===== config.mk =====
export PLATFORM = sky130hd
export DESIGN_NAME = ecm_cal_mux_top
export DESIGN_NICKNAME = d
export VERILOG_FILES = /design/src/hdl/ecm_unused_placeholder_none.sv /design/src/hdl/ecm_pkg.sv /design/src/hdl/ecm_cal_gen.sv /design/src/hdl/ecm_cal_mux_top.sv
export VERILOG_INCLUDE_DIRS = /design/src /design/src/hdl
export SDC_FILE = /design/constraint.sdc
export NUM_CORES = 1
export LEC_CHECK = 0
export BUFFER_PORTS_ARGS = -buffer_cell sky130_fd_sc_hd__buf_2
export CAP_MARGIN = 20
export CORE_UTILIZATION = 45
export DETAILED_ROUTE_END_ITERATION = 8
export PLACE_DENSITY_LB_ADDON = 0.15
export SYNTH_ARGS = -nofsm -noshare
export SYNTH_HDL_FRONTEND = slang
export SYNTH_HIERARCHICAL = 1
export SYNTH_SLANG_ARGS = --single-unit

===== constraint.sdc =====
create_clock -name ref_clk_i -period 8.9 [get_ports ref_clk_i]
set_clock_uncertainty 0.2 [all_clocks]
set_input_delay 0.89 -clock ref_clk_i [delete_from_list [all_inputs] [get_ports ref_clk_i]]
set_output_delay 0.89 -clock ref_clk_i [all_outputs]
set_load 0.1 [all_outputs]

===== src/hdl/ecm_defines.svh =====
// Register map, field positions, reset values and timing figures
// Assumes a 20 MHz system clock and a 24-bit register view
`ifndef ECM_DEFINES_SVH
`define ECM_DEFINES_SVH

// System clock rate in Hz
`define ECM_REF_CLK_HZ     25'h1312D00

// Register indices; byte address is four times the index
`define ECM_GEN_IDX        6'h10
`define ECM_CAL_IDX        6'h12
`define ECM_EMUX_IDX       6'h14

// Calibration source config fields
`define ECM_CAL_EN_BIT     22
`define ECM_CAL_SWING_BIT  21
`define ECM_CAL_AMP_BIT    20
`define ECM_CAL_FREQ_LSB   12
`define ECM_CAL_HALF_BIT   11
`define ECM_CAL_HIGH_LSB   0

// Input mux config fields
`define ECM_EMUX_INV_BIT   23
`define ECM_EMUX_PISO_BIT  21
`define ECM_EMUX_NISO_BIT  20
`define ECM_EMUX_PSEL_LSB  18
`define ECM_EMUX_NSEL_LSB  16

// General config fields
`define ECM_GEN_MCLK_LSB   0

// Reset values and writable bit masks
`define ECM_CAL_RESET      24'h004800
`define ECM_EMUX_RESET     24'h300000
`define ECM_GEN_RESET      24'h000000
`define ECM_CAL_MASK       24'h707FFF
`define ECM_EMUX_MASK      24'hBF0000
`define ECM_GEN_MASK       24'h000003

// Master clock rates per select code; one step is one master period
`define ECM_MCLK_HZ_00     25'h0008000
`define ECM_MCLK_HZ_01     25'h0007D00
`define ECM_MCLK_HZ_10     25'h0007D00
`define ECM_MCLK_HZ_11     25'h0007CE0

// Divider exponent is this base plus twice the frequency code
`define ECM_CAL_DIV_EXP_BASE 5'h07

// Bus responses
`define ECM_RESP_OKAY      2'h0
`define ECM_RESP_SLVERR    2'h2

`endif


===== src/hdl/ecm_unused_placeholder_none.sv =====
// Intentionally empty design unit list
`timescale 1ns/1ns
`default_nettype none
`default_nettype wire


===== src/hdl/ecm_pkg.sv =====
// Types shared by the calibration source and input mux logic
// Assumes nothing beyond the defines header
package ecm_pkg;

  // Level of one calibration source output
  typedef enum logic [1:0]
  {
    ECM_LVL_OFF   = 2'h0,
    ECM_LVL_MID   = 2'h1,
    ECM_LVL_PLUS  = 2'h2,
    ECM_LVL_MINUS = 2'h3
  } ecm_cal_level_t;

  // Signal applied to one electrode input
  typedef enum logic [1:0]
  {
    ECM_SRC_NONE = 2'h0,
    ECM_SRC_MID  = 2'h1,
    ECM_SRC_CALP = 2'h2,
    ECM_SRC_CALN = 2'h3
  } ecm_test_src_t;

endpackage


===== src/hdl/ecm_cal_gen.sv =====
// Calibration square-wave generator driving both source levels
// Assumes a synchronous active-low reset and a 20 MHz clock
`timescale 1ns/1ns
`include "ecm_defines.svh"
`default_nettype none

module ecm_cal_gen
  import ecm_pkg::*;
(
  input  wire logic           clk_i,           // System clock
  input  wire logic           rst_n_i,         // Synchronised reset
  input  wire logic           enable_i,        // Source enable
  input  wire logic           swing_i,         // 0 unipolar, 1 bipolar
  input  wire logic [1:0]     mclk_sel_i,      // Master clock select
  input  wire logic [2:0]     freq_sel_i,      // Divider code
  input  wire logic           half_duty_i,     // Half-period high time
  input  wire logic [10:0]    high_time_i,     // High time in steps
  output ecm_cal_level_t      cal_pos_o,       // Positive source level
  output ecm_cal_level_t      cal_neg_o        // Negative source level
);

  logic [24:0]    acc_reg;
  logic [24:0]    acc_next;
  logic           tick_reg;
  logic           tick_next;
  logic [20:0]    cnt_reg;
  logic [20:0]    cnt_next;
  ecm_cal_level_t pos_reg;
  ecm_cal_level_t pos_next;
  ecm_cal_level_t neg_reg;
  ecm_cal_level_t neg_next;
  logic [24:0]    inc;
  logic [25:0]    sum;
  logic [4:0]     div_exp;
  logic [20:0]    period_last;
  logic           phase_high;

  // Master clock rate per select code
  always_comb
  begin
    unique case (mclk_sel_i)
      2'h0: inc = `ECM_MCLK_HZ_00;
      2'h1: inc = `ECM_MCLK_HZ_01;
      2'h2: inc = `ECM_MCLK_HZ_10;
      2'h3: inc = `ECM_MCLK_HZ_11;
    endcase
  end

  // Period length and high phase from the one counter
  assign div_exp     = `ECM_CAL_DIV_EXP_BASE + {1'b0, freq_sel_i, 1'b0}; // [RULE4]
  assign period_last = 21'((22'h000001 << div_exp) - 22'h000001);     // [RULE4]
  assign phase_high  = half_duty_i ? (cnt_reg <= (period_last >> 1))   // [RULE5]
                                   : (cnt_reg < {10'h000, high_time_i}); // [RULE6]

  // Master tick, cycle counter and output levels; ticks restart at enable so the first step is whole
  always_comb
  begin
    sum       = {1'b0, acc_reg} + {1'b0, inc};
    acc_next  = sum[24:0];
    tick_next = 1'b0;
    if (sum >= {1'b0, `ECM_REF_CLK_HZ})                  // [RULE7]
    begin
      acc_next  = 25'(sum - {1'b0, `ECM_REF_CLK_HZ});
      tick_next = 1'b1;
    end
    cnt_next = cnt_reg;
    if (!enable_i)                                         // [RULE1] [RULE6]
    begin
      cnt_next  = 21'h000000;
      acc_next  = 25'h0000000;
      tick_next = 1'b0;
    end
    else if (tick_reg)
      cnt_next = (cnt_reg >= period_last) ? 21'h000000 : cnt_reg + 21'h000001; // [RULE14]
    pos_next = ECM_LVL_OFF;
    neg_next = ECM_LVL_OFF;
    if (enable_i)
    begin
      if (!swing_i)                                        // [RULE2]
      begin
        pos_next = phase_high ? ECM_LVL_PLUS : ECM_LVL_MID;
        neg_next = phase_high ? ECM_LVL_MINUS : ECM_LVL_MID;
      end
      else
      begin
        pos_next = phase_high ? ECM_LVL_PLUS : ECM_LVL_MINUS;
        neg_next = phase_high ? ECM_LVL_MINUS : ECM_LVL_PLUS;
      end
    end
  end

  // State registers
  always_ff @(posedge clk_i)
  begin
    if (!rst_n_i)
    begin
      acc_reg  <= 25'h0000000;
      tick_reg <= 1'b0;
      cnt_reg  <= 21'h000000;
      pos_reg  <= ECM_LVL_OFF;
      neg_reg  <= ECM_LVL_OFF;
    end
    else
    begin
      acc_reg  <= acc_next;
      tick_reg <= tick_next;
      cnt_reg  <= cnt_next;
      pos_reg  <= pos_next;
      neg_reg  <= neg_next;
    end
  end

  assign cal_pos_o = pos_reg;
  assign cal_neg_o = neg_reg;

  // Checks on the generator
  property p_gen_off;
    @(posedge clk_i) disable iff (!rst_n_i)
    !enable_i |=> (cal_pos_o == ECM_LVL_OFF) && (cal_neg_o == ECM_LVL_OFF);
  endproperty
  a_gen_off: assert property (p_gen_off) else $error("source active while disabled"); // [RULE1]

  property p_unipolar;
    @(posedge clk_i) disable iff (!rst_n_i)
    enable_i && !swing_i |=> (cal_pos_o inside {ECM_LVL_MID, ECM_LVL_PLUS})
                             && (cal_neg_o inside {ECM_LVL_MID, ECM_LVL_MINUS});
  endproperty
  a_unipolar: assert property (p_unipolar) else $error("unipolar level wrong"); // [RULE2]

  property p_bipolar;
    @(posedge clk_i) disable iff (!rst_n_i)
    enable_i && swing_i |=> (cal_pos_o inside {ECM_LVL_PLUS, ECM_LVL_MINUS}) && (cal_pos_o != cal_neg_o);
  endproperty
  a_bipolar: assert property (p_bipolar) else $error("bipolar level wrong"); // [RULE2]

  property p_wrap;
    @(posedge clk_i) disable iff (!rst_n_i)
    enable_i && tick_reg && (cnt_reg == period_last) |=> cnt_reg == 21'h000000;
  endproperty
  a_wrap: assert property (p_wrap) else $error("period did not wrap"); // [RULE4]

  property p_half;
    @(posedge clk_i) disable iff (!rst_n_i)
    enable_i && half_duty_i && (cnt_reg <= (period_last >> 1)) |=> cal_pos_o == ECM_LVL_PLUS;
  endproperty
  a_half: assert property (p_half) else $error("half duty high phase wrong"); // [RULE5]

  property p_cal_high_time;
    @(posedge clk_i) disable iff (!rst_n_i)
    enable_i && !half_duty_i && (cnt_reg >= {10'h000, high_time_i}) |=> cal_pos_o != ECM_LVL_PLUS;
  endproperty
  a_cal_high_time: assert property (p_cal_high_time) else $error("high time exceeded"); // [RULE6]

  property p_tick_gap;
    @(posedge clk_i) disable iff (!rst_n_i)
    tick_reg |=> !tick_reg [*8];
  endproperty
  a_tick_gap: assert property (p_tick_gap) else $error("master tick too fast"); // [RULE7]

  property p_together;
    @(posedge clk_i) disable iff (!rst_n_i)
    $past(enable_i) && (cal_pos_o != $past(cal_pos_o)) && (cal_pos_o != ECM_LVL_OFF)
      |-> cal_neg_o != $past(cal_neg_o);
  endproperty
  a_together: assert property (p_together) else $error("sources toggled apart"); // [RULE14]

  c_bipolar_run: cover property (@(posedge clk_i) disable iff (!rst_n_i)
    enable_i && swing_i && tick_reg && (cnt_reg == period_last));
  c_custom_high: cover property (@(posedge clk_i) disable iff (!rst_n_i)
    enable_i && !half_duty_i && (cal_pos_o == ECM_LVL_PLUS) ##1 (cal_pos_o == ECM_LVL_MID));

endmodule

`default_nettype wire


===== src/hdl/ecm_cal_mux_top.sv =====
// Calibration source and input mux configuration, AXI4-Lite slave
// Assumes a 20 MHz clock and a master that keeps AXI4-Lite handshakes
//
// Operation
// RULE1: A cleared source enable keeps both calibration sources and their modes inactive; it resets to 0.
// RULE2: Swing select 0 toggles each source between reference and reference plus or minus the step, 1 between plus and minus.
// RULE3: Amplitude select 0 chooses the smaller step and 1 the larger, defaulting to 0.
// RULE4: Frequency select divides the master clock by 2 to the power 7, 9, 11 up to 21, defaulting to code 100.
// RULE5: With half duty set, its default, the high phase lasts exactly half the period and the high-time field is ignored.
// RULE6: With half duty clear, the high phase lasts the 11-bit high-time field times the calibration step.
// RULE7: The calibration step is one master clock period, following the master clock select.
// RULE8: The invert bit passes the channel input straight at 0 and inverted at 1, resetting to 0.
// RULE9: The positive isolation bit connects the positive electrode at 0 and isolates it at 1, defaulting to 1.
// RULE10: The negative isolation bit connects the negative electrode at 0 and isolates it at 1, defaulting to 1.
// RULE11: Each test source select applies nothing, the reference, the positive or the negative source, resetting to 00.
// RULE12: Routing a calibration source to an input takes effect only while the source enable is set.
// RULE13: Software expects a disturbed record after channel configuration writes and may resynchronise.
// RULE14: Period and high time come from one counter so both sources toggle on the same cycle.
//
// The AXI4-Lite slave port was chosen for this implementation.
`timescale 1ns/1ns
`include "ecm_defines.svh"
`default_nettype none

module ecm_cal_mux_top
  import ecm_pkg::*;
(
  input  wire logic        ref_clk_i,         // 20 MHz clock
  input  wire logic        reset_n_i,         // Async reset, active low
  input  wire logic [7:0]  s_axi_awaddr,      // Write address
  input  wire logic        s_axi_awvalid,     // Write address valid
  output logic             s_axi_awready,     // Write address ready
  input  wire logic [31:0] s_axi_wdata,       // Write data
  input  wire logic [3:0]  s_axi_wstrb,       // Write byte strobes
  input  wire logic        s_axi_wvalid,      // Write data valid
  output logic             s_axi_wready,      // Write data ready
  output logic [1:0]       s_axi_bresp,       // Write response
  output logic             s_axi_bvalid,      // Write response valid
  input  wire logic        s_axi_bready,      // Write response ready
  input  wire logic [7:0]  s_axi_araddr,      // Read address
  input  wire logic        s_axi_arvalid,     // Read address valid
  output logic             s_axi_arready,     // Read address ready
  output logic [31:0]      s_axi_rdata,       // Read data
  output logic [1:0]       s_axi_rresp,       // Read response
  output logic             s_axi_rvalid,      // Read data valid
  input  wire logic        s_axi_rready,      // Read data ready
  output ecm_cal_level_t   cal_source_pos_o,  // Positive source level
  output ecm_cal_level_t   cal_source_neg_o,  // Negative source level
  output logic             cal_amplitude_o,   // Step magnitude select
  output logic             ecg_invert_o,      // Channel polarity inverted
  output logic             pos_connect_o,     // Positive electrode switch closed
  output logic             neg_connect_o,     // Negative electrode switch closed
  output ecm_test_src_t    pos_source_o,      // Applied to positive input
  output ecm_test_src_t    neg_source_o       // Applied to negative input
);

  logic [1:0]    rst_sync_reg;
  logic          rst_n;
  logic          aw_full_reg;
  logic          aw_full_next;
  logic [5:0]    aw_idx_reg;
  logic [5:0]    aw_idx_next;
  logic          w_full_reg;
  logic          w_full_next;
  logic [31:0]   w_data_reg;
  logic [31:0]   w_data_next;
  logic [3:0]    w_strb_reg;
  logic [3:0]    w_strb_next;
  logic          bvalid_reg;
  logic          bvalid_next;
  logic [1:0]    bresp_reg;
  logic [1:0]    bresp_next;
  logic          rvalid_reg;
  logic          rvalid_next;
  logic [31:0]   rdata_reg;
  logic [31:0]   rdata_next;
  logic [1:0]    rresp_reg;
  logic [1:0]    rresp_next;
  logic [23:0]   cal_reg;
  logic [23:0]   cal_next;
  logic [23:0]   emux_reg;
  logic [23:0]   emux_next;
  logic [23:0]   gen_reg;
  logic [23:0]   gen_next;
  logic          amp_reg;
  logic          amp_next;
  logic          inv_reg;
  logic          inv_next;
  logic          pcon_reg;
  logic          pcon_next;
  logic          ncon_reg;
  logic          ncon_next;
  ecm_test_src_t psrc_reg;
  ecm_test_src_t psrc_next;
  ecm_test_src_t nsrc_reg;
  ecm_test_src_t nsrc_next;
  logic          commit;
  logic          cal_en;

  // Reset release through two flip-flops
  always_ff @(posedge ref_clk_i or negedge reset_n_i)
  begin
    if (!reset_n_i)
      rst_sync_reg <= 2'h0;
    else
      rst_sync_reg <= {rst_sync_reg[0], 1'b1};
  end

  assign rst_n  = rst_sync_reg[1];
  assign cal_en = cal_reg[`ECM_CAL_EN_BIT];

  // Merge written bytes under the writable mask
  function automatic logic [23:0] merge(input logic [23:0] old_v, input logic [31:0] data,
                                        input logic [3:0] strb, input logic [23:0] mask);
    logic [23:0] res;
    res = old_v;
    for (int i = 0; i < 3; i++)
    begin
      if (strb[i])
        res[i*8 +: 8] = (data[i*8 +: 8] & mask[i*8 +: 8]) | (old_v[i*8 +: 8] & ~mask[i*8 +: 8]);
    end
    return res;
  endfunction

  // Gate calibration routes on the source enable
  function automatic ecm_test_src_t route(input logic [1:0] code, input logic en);
    ecm_test_src_t res;
    res = ecm_test_src_t'(code);
    if (code[1] && !en)
      res = ECM_SRC_NONE;
    return res;
  endfunction

  // Handshake readies
  assign s_axi_awready = !aw_full_reg && !bvalid_reg;
  assign s_axi_wready  = !w_full_reg && !bvalid_reg;
  assign s_axi_arready = !rvalid_reg;
  assign commit        = aw_full_reg && w_full_reg && !bvalid_reg;

  // Write channel capture, register update and response
  always_comb
  begin
    aw_full_next = aw_full_reg;
    aw_idx_next  = aw_idx_reg;
    w_full_next  = w_full_reg;
    w_data_next  = w_data_reg;
    w_strb_next  = w_strb_reg;
    bvalid_next  = bvalid_reg;
    bresp_next   = bresp_reg;
    cal_next     = cal_reg;
    emux_next    = emux_reg;
    gen_next     = gen_reg;
    if (s_axi_awvalid && s_axi_awready)
    begin
      aw_full_next = 1'b1;
      aw_idx_next  = s_axi_awaddr[7:2];
    end
    if (s_axi_wvalid && s_axi_wready)
    begin
      w_full_next = 1'b1;
      w_data_next = s_axi_wdata;
      w_strb_next = s_axi_wstrb;
    end
    if (commit)
    begin
      aw_full_next = 1'b0;
      w_full_next  = 1'b0;
      bvalid_next  = 1'b1;
      bresp_next   = `ECM_RESP_OKAY;
      unique case (aw_idx_reg)
        `ECM_CAL_IDX:  cal_next  = merge(cal_reg, w_data_reg, w_strb_reg, `ECM_CAL_MASK);
        `ECM_EMUX_IDX: emux_next = merge(emux_reg, w_data_reg, w_strb_reg, `ECM_EMUX_MASK);
        `ECM_GEN_IDX:  gen_next  = merge(gen_reg, w_data_reg, w_strb_reg, `ECM_GEN_MASK);
        default:       bresp_next = `ECM_RESP_SLVERR;
      endcase
    end
    else if (bvalid_reg && s_axi_bready)
      bvalid_next = 1'b0;
  end

  // Read channel decode
  always_comb
  begin
    rvalid_next = rvalid_reg;
    rdata_next  = rdata_reg;
    rresp_next  = rresp_reg;
    if (s_axi_arvalid && s_axi_arready)
    begin
      rvalid_next = 1'b1;
      rresp_next  = `ECM_RESP_OKAY;
      unique case (s_axi_araddr[7:2])
        `ECM_CAL_IDX:  rdata_next = {8'h00, cal_reg};
        `ECM_EMUX_IDX: rdata_next = {8'h00, emux_reg};
        `ECM_GEN_IDX:  rdata_next = {8'h00, gen_reg};
        default:
        begin
          rdata_next = 32'h00000000;
          rresp_next = `ECM_RESP_SLVERR;
        end
      endcase
    end
    else if (rvalid_reg && s_axi_rready)
      rvalid_next = 1'b0;
  end

  // Mux and amplitude outputs from the fields
  always_comb
  begin
    amp_next  = cal_reg[`ECM_CAL_AMP_BIT];                                  // [RULE3]
    inv_next  = emux_reg[`ECM_EMUX_INV_BIT];                                // [RULE8]
    pcon_next = !emux_reg[`ECM_EMUX_PISO_BIT];                              // [RULE9]
    ncon_next = !emux_reg[`ECM_EMUX_NISO_BIT];                              // [RULE10]
    psrc_next = route(emux_reg[`ECM_EMUX_PSEL_LSB +: 2], cal_en);           // [RULE11] [RULE12]
    nsrc_next = route(emux_reg[`ECM_EMUX_NSEL_LSB +: 2], cal_en);           // [RULE11] [RULE12]
  end

  // Bus and configuration registers
  always_ff @(posedge ref_clk_i)
  begin
    if (!rst_n)
    begin
      aw_full_reg <= 1'b0;
      aw_idx_reg  <= 6'h00;
      w_full_reg  <= 1'b0;
      w_data_reg  <= 32'h00000000;
      w_strb_reg  <= 4'h0;
      bvalid_reg  <= 1'b0;
      bresp_reg   <= `ECM_RESP_OKAY;
      rvalid_reg  <= 1'b0;
      rdata_reg   <= 32'h00000000;
      rresp_reg   <= `ECM_RESP_OKAY;
      cal_reg     <= `ECM_CAL_RESET;                                          // [RULE1]
      emux_reg    <= `ECM_EMUX_RESET;                                         // [RULE9] [RULE10]
      gen_reg     <= `ECM_GEN_RESET;
      amp_reg     <= 1'b0;
      inv_reg     <= 1'b0;
      pcon_reg    <= 1'b0;
      ncon_reg    <= 1'b0;
      psrc_reg    <= ECM_SRC_NONE;
      nsrc_reg    <= ECM_SRC_NONE;
    end
    else
    begin
      aw_full_reg <= aw_full_next;
      aw_idx_reg  <= aw_idx_next;
      w_full_reg  <= w_full_next;
      w_data_reg  <= w_data_next;
      w_strb_reg  <= w_strb_next;
      bvalid_reg  <= bvalid_next;
      bresp_reg   <= bresp_next;
      rvalid_reg  <= rvalid_next;
      rdata_reg   <= rdata_next;
      rresp_reg   <= rresp_next;
      cal_reg     <= cal_next;
      emux_reg    <= emux_next;
      gen_reg     <= gen_next;
      amp_reg     <= amp_next;
      inv_reg     <= inv_next;
      pcon_reg    <= pcon_next;
      ncon_reg    <= ncon_next;
      psrc_reg    <= psrc_next;
      nsrc_reg    <= nsrc_next;
    end
  end

  assign s_axi_bvalid    = bvalid_reg;
  assign s_axi_bresp     = bresp_reg;
  assign s_axi_rvalid    = rvalid_reg;
  assign s_axi_rdata     = rdata_reg;
  assign s_axi_rresp     = rresp_reg;
  assign cal_amplitude_o = amp_reg;
  assign ecg_invert_o    = inv_reg;
  assign pos_connect_o   = pcon_reg;
  assign neg_connect_o   = ncon_reg;
  assign pos_source_o    = psrc_reg;
  assign neg_source_o    = nsrc_reg;

  // Square-wave generator for both sources
  ecm_cal_gen u_cal_gen
  (
    .clk_i       (ref_clk_i),
    .rst_n_i     (rst_n),
    .enable_i    (cal_en),                                                    // [RULE1]
    .swing_i     (cal_reg[`ECM_CAL_SWING_BIT]),
    .mclk_sel_i  (gen_reg[`ECM_GEN_MCLK_LSB +: 2]),                           // [RULE7]
    .freq_sel_i  (cal_reg[`ECM_CAL_FREQ_LSB +: 3]),
    .half_duty_i (cal_reg[`ECM_CAL_HALF_BIT]),
    .high_time_i (cal_reg[`ECM_CAL_HIGH_LSB +: 11]),
    .cal_pos_o   (cal_source_pos_o),
    .cal_neg_o   (cal_source_neg_o)
  );

  // Checks on the register side
  property p_amp;
    @(posedge ref_clk_i) disable iff (!rst_n)
    ##1 cal_amplitude_o == $past(cal_reg[`ECM_CAL_AMP_BIT]);
  endproperty
  a_amp: assert property (p_amp) else $error("amplitude select not applied"); // [RULE3]

  property p_invert;
    @(posedge ref_clk_i) disable iff (!rst_n)
    emux_reg[`ECM_EMUX_INV_BIT] && $stable(emux_reg) |=> ecg_invert_o;
  endproperty
  a_invert: assert property (p_invert) else $error("invert not applied"); // [RULE8]

  property p_pos_iso;
    @(posedge ref_clk_i) disable iff (!rst_n)
    ##1 pos_connect_o != $past(emux_reg[`ECM_EMUX_PISO_BIT]);
  endproperty
  a_pos_iso: assert property (p_pos_iso) else $error("positive switch wrong"); // [RULE9]

  property p_neg_iso;
    @(posedge ref_clk_i) disable iff (!rst_n)
    ##1 neg_connect_o != $past(emux_reg[`ECM_EMUX_NISO_BIT]);
  endproperty
  a_neg_iso: assert property (p_neg_iso) else $error("negative switch wrong"); // [RULE10]

  property p_mid_route;
    @(posedge ref_clk_i) disable iff (!rst_n)
    emux_reg[`ECM_EMUX_PSEL_LSB +: 2] == 2'h1 |=> pos_source_o == ECM_SRC_MID;
  endproperty
  a_mid_route: assert property (p_mid_route) else $error("reference route wrong"); // [RULE11]

  property p_cal_gate;
    @(posedge ref_clk_i) disable iff (!rst_n)
    !cal_en |=> (pos_source_o inside {ECM_SRC_NONE, ECM_SRC_MID})
                && (neg_source_o inside {ECM_SRC_NONE, ECM_SRC_MID});
  endproperty
  a_cal_gate: assert property (p_cal_gate) else $error("source routed while disabled"); // [RULE12]

  c_write_emux: cover property (@(posedge ref_clk_i) disable iff (!rst_n)
    commit && (aw_idx_reg == `ECM_EMUX_IDX));
  c_read_bad: cover property (@(posedge ref_clk_i) disable iff (!rst_n)
    s_axi_rvalid && (s_axi_rresp == `ECM_RESP_SLVERR));
  c_calp_routed: cover property (@(posedge ref_clk_i) disable iff (!rst_n)
    pos_source_o == ECM_SRC_CALP);

endmodule

`default_nettype wire


==> results.ini <==
[run_status]
status = finished clean

[run]
cap_viol_max_count = 0

[detailed_routing]
drtAntennaViolNets = 0
drtPass1Iterations = 5
remaining_drc_errors = 0
post_drt_via_cell_ratio = 5.32
vias = 6675
drtIter0Drc = 480
wl_per_cell_um = 14.8
finalWirelength_um = 18600

[logic_synthesis]
synth-compound-area-share = 0.164
ys_ff_latch = 144
ys_async_sr_fraction = 0.0139
yosys-top-cells-count = nand2_1 (158), dfxtp_1 (142), nor2_1 (60)
yosys.area.top_type = dfxtp_1
yosysMostFrequentCell = nand2_1
yosys-top-cells-area = dfxtp_1 (35%), ha_1 (8.7%), nand2_1 (7.3%)
synthXorXnorAreaFrac = 0.0401
synthAdderAreaFrac = 0.0904
synthesis.instances = 953
synth_top_family_by_area = simple AND/OR/NAND/NOR gates
syn_avg_cell_area_um2 = 8.48
yosysTopAreaCellShare = 0.352
synthMuxAreaShare = 0.0637
ys.flop_type = dfxtp_1
ys_warn_count = 6
ys_types = 75
synth_simple_gate_area_share = 0.230
synth.cell_area_mm2 = 0.00808
yosysSeqAreaShare = 0.358
synth-edff-count = 0

[timing]
min_period_over_period = 0.548
rsz0062_at_grt = false
hold_violations = 0
slew_headroom = 0.307
fin_crit_ns = 4.87
tightest_slew_ns = 1.04
setup_viol = 0
fmax_mhz = 205
setup_tns_ns = 0
fin_ws_ns = 4.03
drv_slew = 0

[clocking]
cts_num_sinks = 144
clock_latency_ns = 0.42
cts_buffer_depth = 2
cts_tree = built
worst_setup_hold_path_clk_slew_ns = 0.07
post_cts_resized = 0
h-tree-depth = 4
post_cts_buffers = 0
holdBufCountCts = 0
cts_buffers = 17
clock-root-buffer = clkbuf_16

[global_route]
track_usage = 0.208
grt_max_degree = 118
grt_pass1_vias = 6016
grt_pass1_wl_um = 30300
antenna_found_initial = 0
overflow = 0

[final_layout]
design_area_mm2 = 0.00921
utilization = 0.529
diodes = 0
multi_input_area_mm2 = 0.00482
largest_register_ffs = 24
drive_above_1_share = 0.148
ff_latch_area_mm2 = 0.00290
finish.net_count = 1132
syn_to_final_growth_pct = 14.0
fill_cells = 1655

[power_and_ir_drop]
pwr_density_cell_mw_per_mm2 = 168
peakVddDrop_v = 0.000133
leakagePower_nw = 3.74
power_mw = 1.55

[placement]
hpwl_um = 13100
place_area_mm2 = 0.00858
gp_congestion = 0.809
place_ws_ns = 4.05
portBuffers = 87

[floorplan]
core-area_mm2 = 0.0174
pin_count = 112
die_w_um = 136
rows = 48
initial_core_util = 0.464
die_h_um = 136
dieArea_mm2 = 0.0185

[critical_path]
critPathKind = flip-flop to flip-flop
critPathSlowestCell = a211o_1
critical-path-max-stage-delay_ns = 0.60
worst_setup_path_start_kind = flip-flop
cp.arrival_ns = 5.02
setup.worst_path.end_class = flip-flop
path_max_fanout = 22
worstPathCellList = ha_1, ha_1, inv_1, fa_1, nand2b_2, a21oi_2, mux2i_1, o21ai_1, or4_1, or4_1, a211o_1, a21boi_0, mux2i_1
required_ns = 9.05

[worst_hold_path]
hold_path_class = input port to asynchronous set/reset pin

## report_power, final
part / leakage (nW) / internal [mW] / switching, mW
Combinational: 2.26 / 0.0289 / 0.0794
Clock: 0.310 / 0.460 / 0.312
Sequential: 1.17 / 0.658 / 0.00942
Total: 3.74 / 1.15 / 0.401
## worst max-delay path, delay by kind of cell, from the launching register on
kind | cells | cell delay (ns)
and+or+nand+nor | 3 | 1.24
AOI/OAI and AO/OA | 4 | 1.46
DFF | 1 | 0.39
buffers and inverters | 1 | 0.07
muxes | 2 | 0.51
adders and majority gates | 3 | 0.92
## final cells by class
type,instances,share of cell area
timing repair buffer,91,0.0505
clock inverter,14,0.0208
multi-input combinational,729,0.523
inverter,33,0.0134
tap,225,0.0306
clock buffer,18,0.0477
sequential,144,0.314
## stage by stage
step                cells  hold slack, ns
finish               1254          0.0408
global route         1254          0.0190
CTS                  1254          0.0253
detailed placement   1222           0.144
global placement     1222           0.141
floorplan             965           0.131
## path summary, 6_finish.rpt
check / start / end / slack [ns] / cells after the start
worst max-delay path: gen_reg[0] / u_cal_gen/acc_reg[12] / 4.03 / 13
worst min-delay path: reset_n_i / rst_sync_reg[1] / 0.04 / 1
worst max register to register: gen_reg[0] / u_cal_gen/acc_reg[12] / 4.03 / 13
worst min register to register: rst_sync_reg[0] / rst_sync_reg[1] / 0.15 / 0
max in group asynchronous: reset_n_i / rst_sync_reg[1] / 8.35 / 1
min in group ref_clk_i: rst_sync_reg[0] / rst_sync_reg[1] / 0.15 / 0
## cell families (layout without fill, tap and decap cells)
logic type,after synthesis,in the layout
flops,144,144
compound gates,190,190
mux,51,51
buf+inv,92,156
fa+ha+maj,58,58
other cells,4,16
simple gates,377,377
xor+xnor,37,37
## cells in the final DEF, fill, tap and decap left out, drive strengths merged, types with 11 or more instances in the layout
cell / count
a21boi: 35
a21o: 16
a21oi: 32
and3: 12
buf: 91
clkbuf: 18
conb: 16
dfxtp: 142
ha: 56
inv: 41
mux2i: 48
nand2: 158
nand2b: 12
nand3: 40
nand4: 14
nor2: 61
nor2b: 17
nor4: 11
o21ai: 44
xnor2: 17
xor2: 20
## metal layers
metal | routed length (µm) | up-vias | track usage
met5 | 0 | - | 0
met4 | 156 | 0 | 0.0543
met3 | 760 | 11 | 0.0507
met2 | 8250 | 125 | 0.319
met1 | 9460 | 3092 | 0.288
li1 | - | 3447 | -
Note: power is estimated with default switching activity, not from simulation.
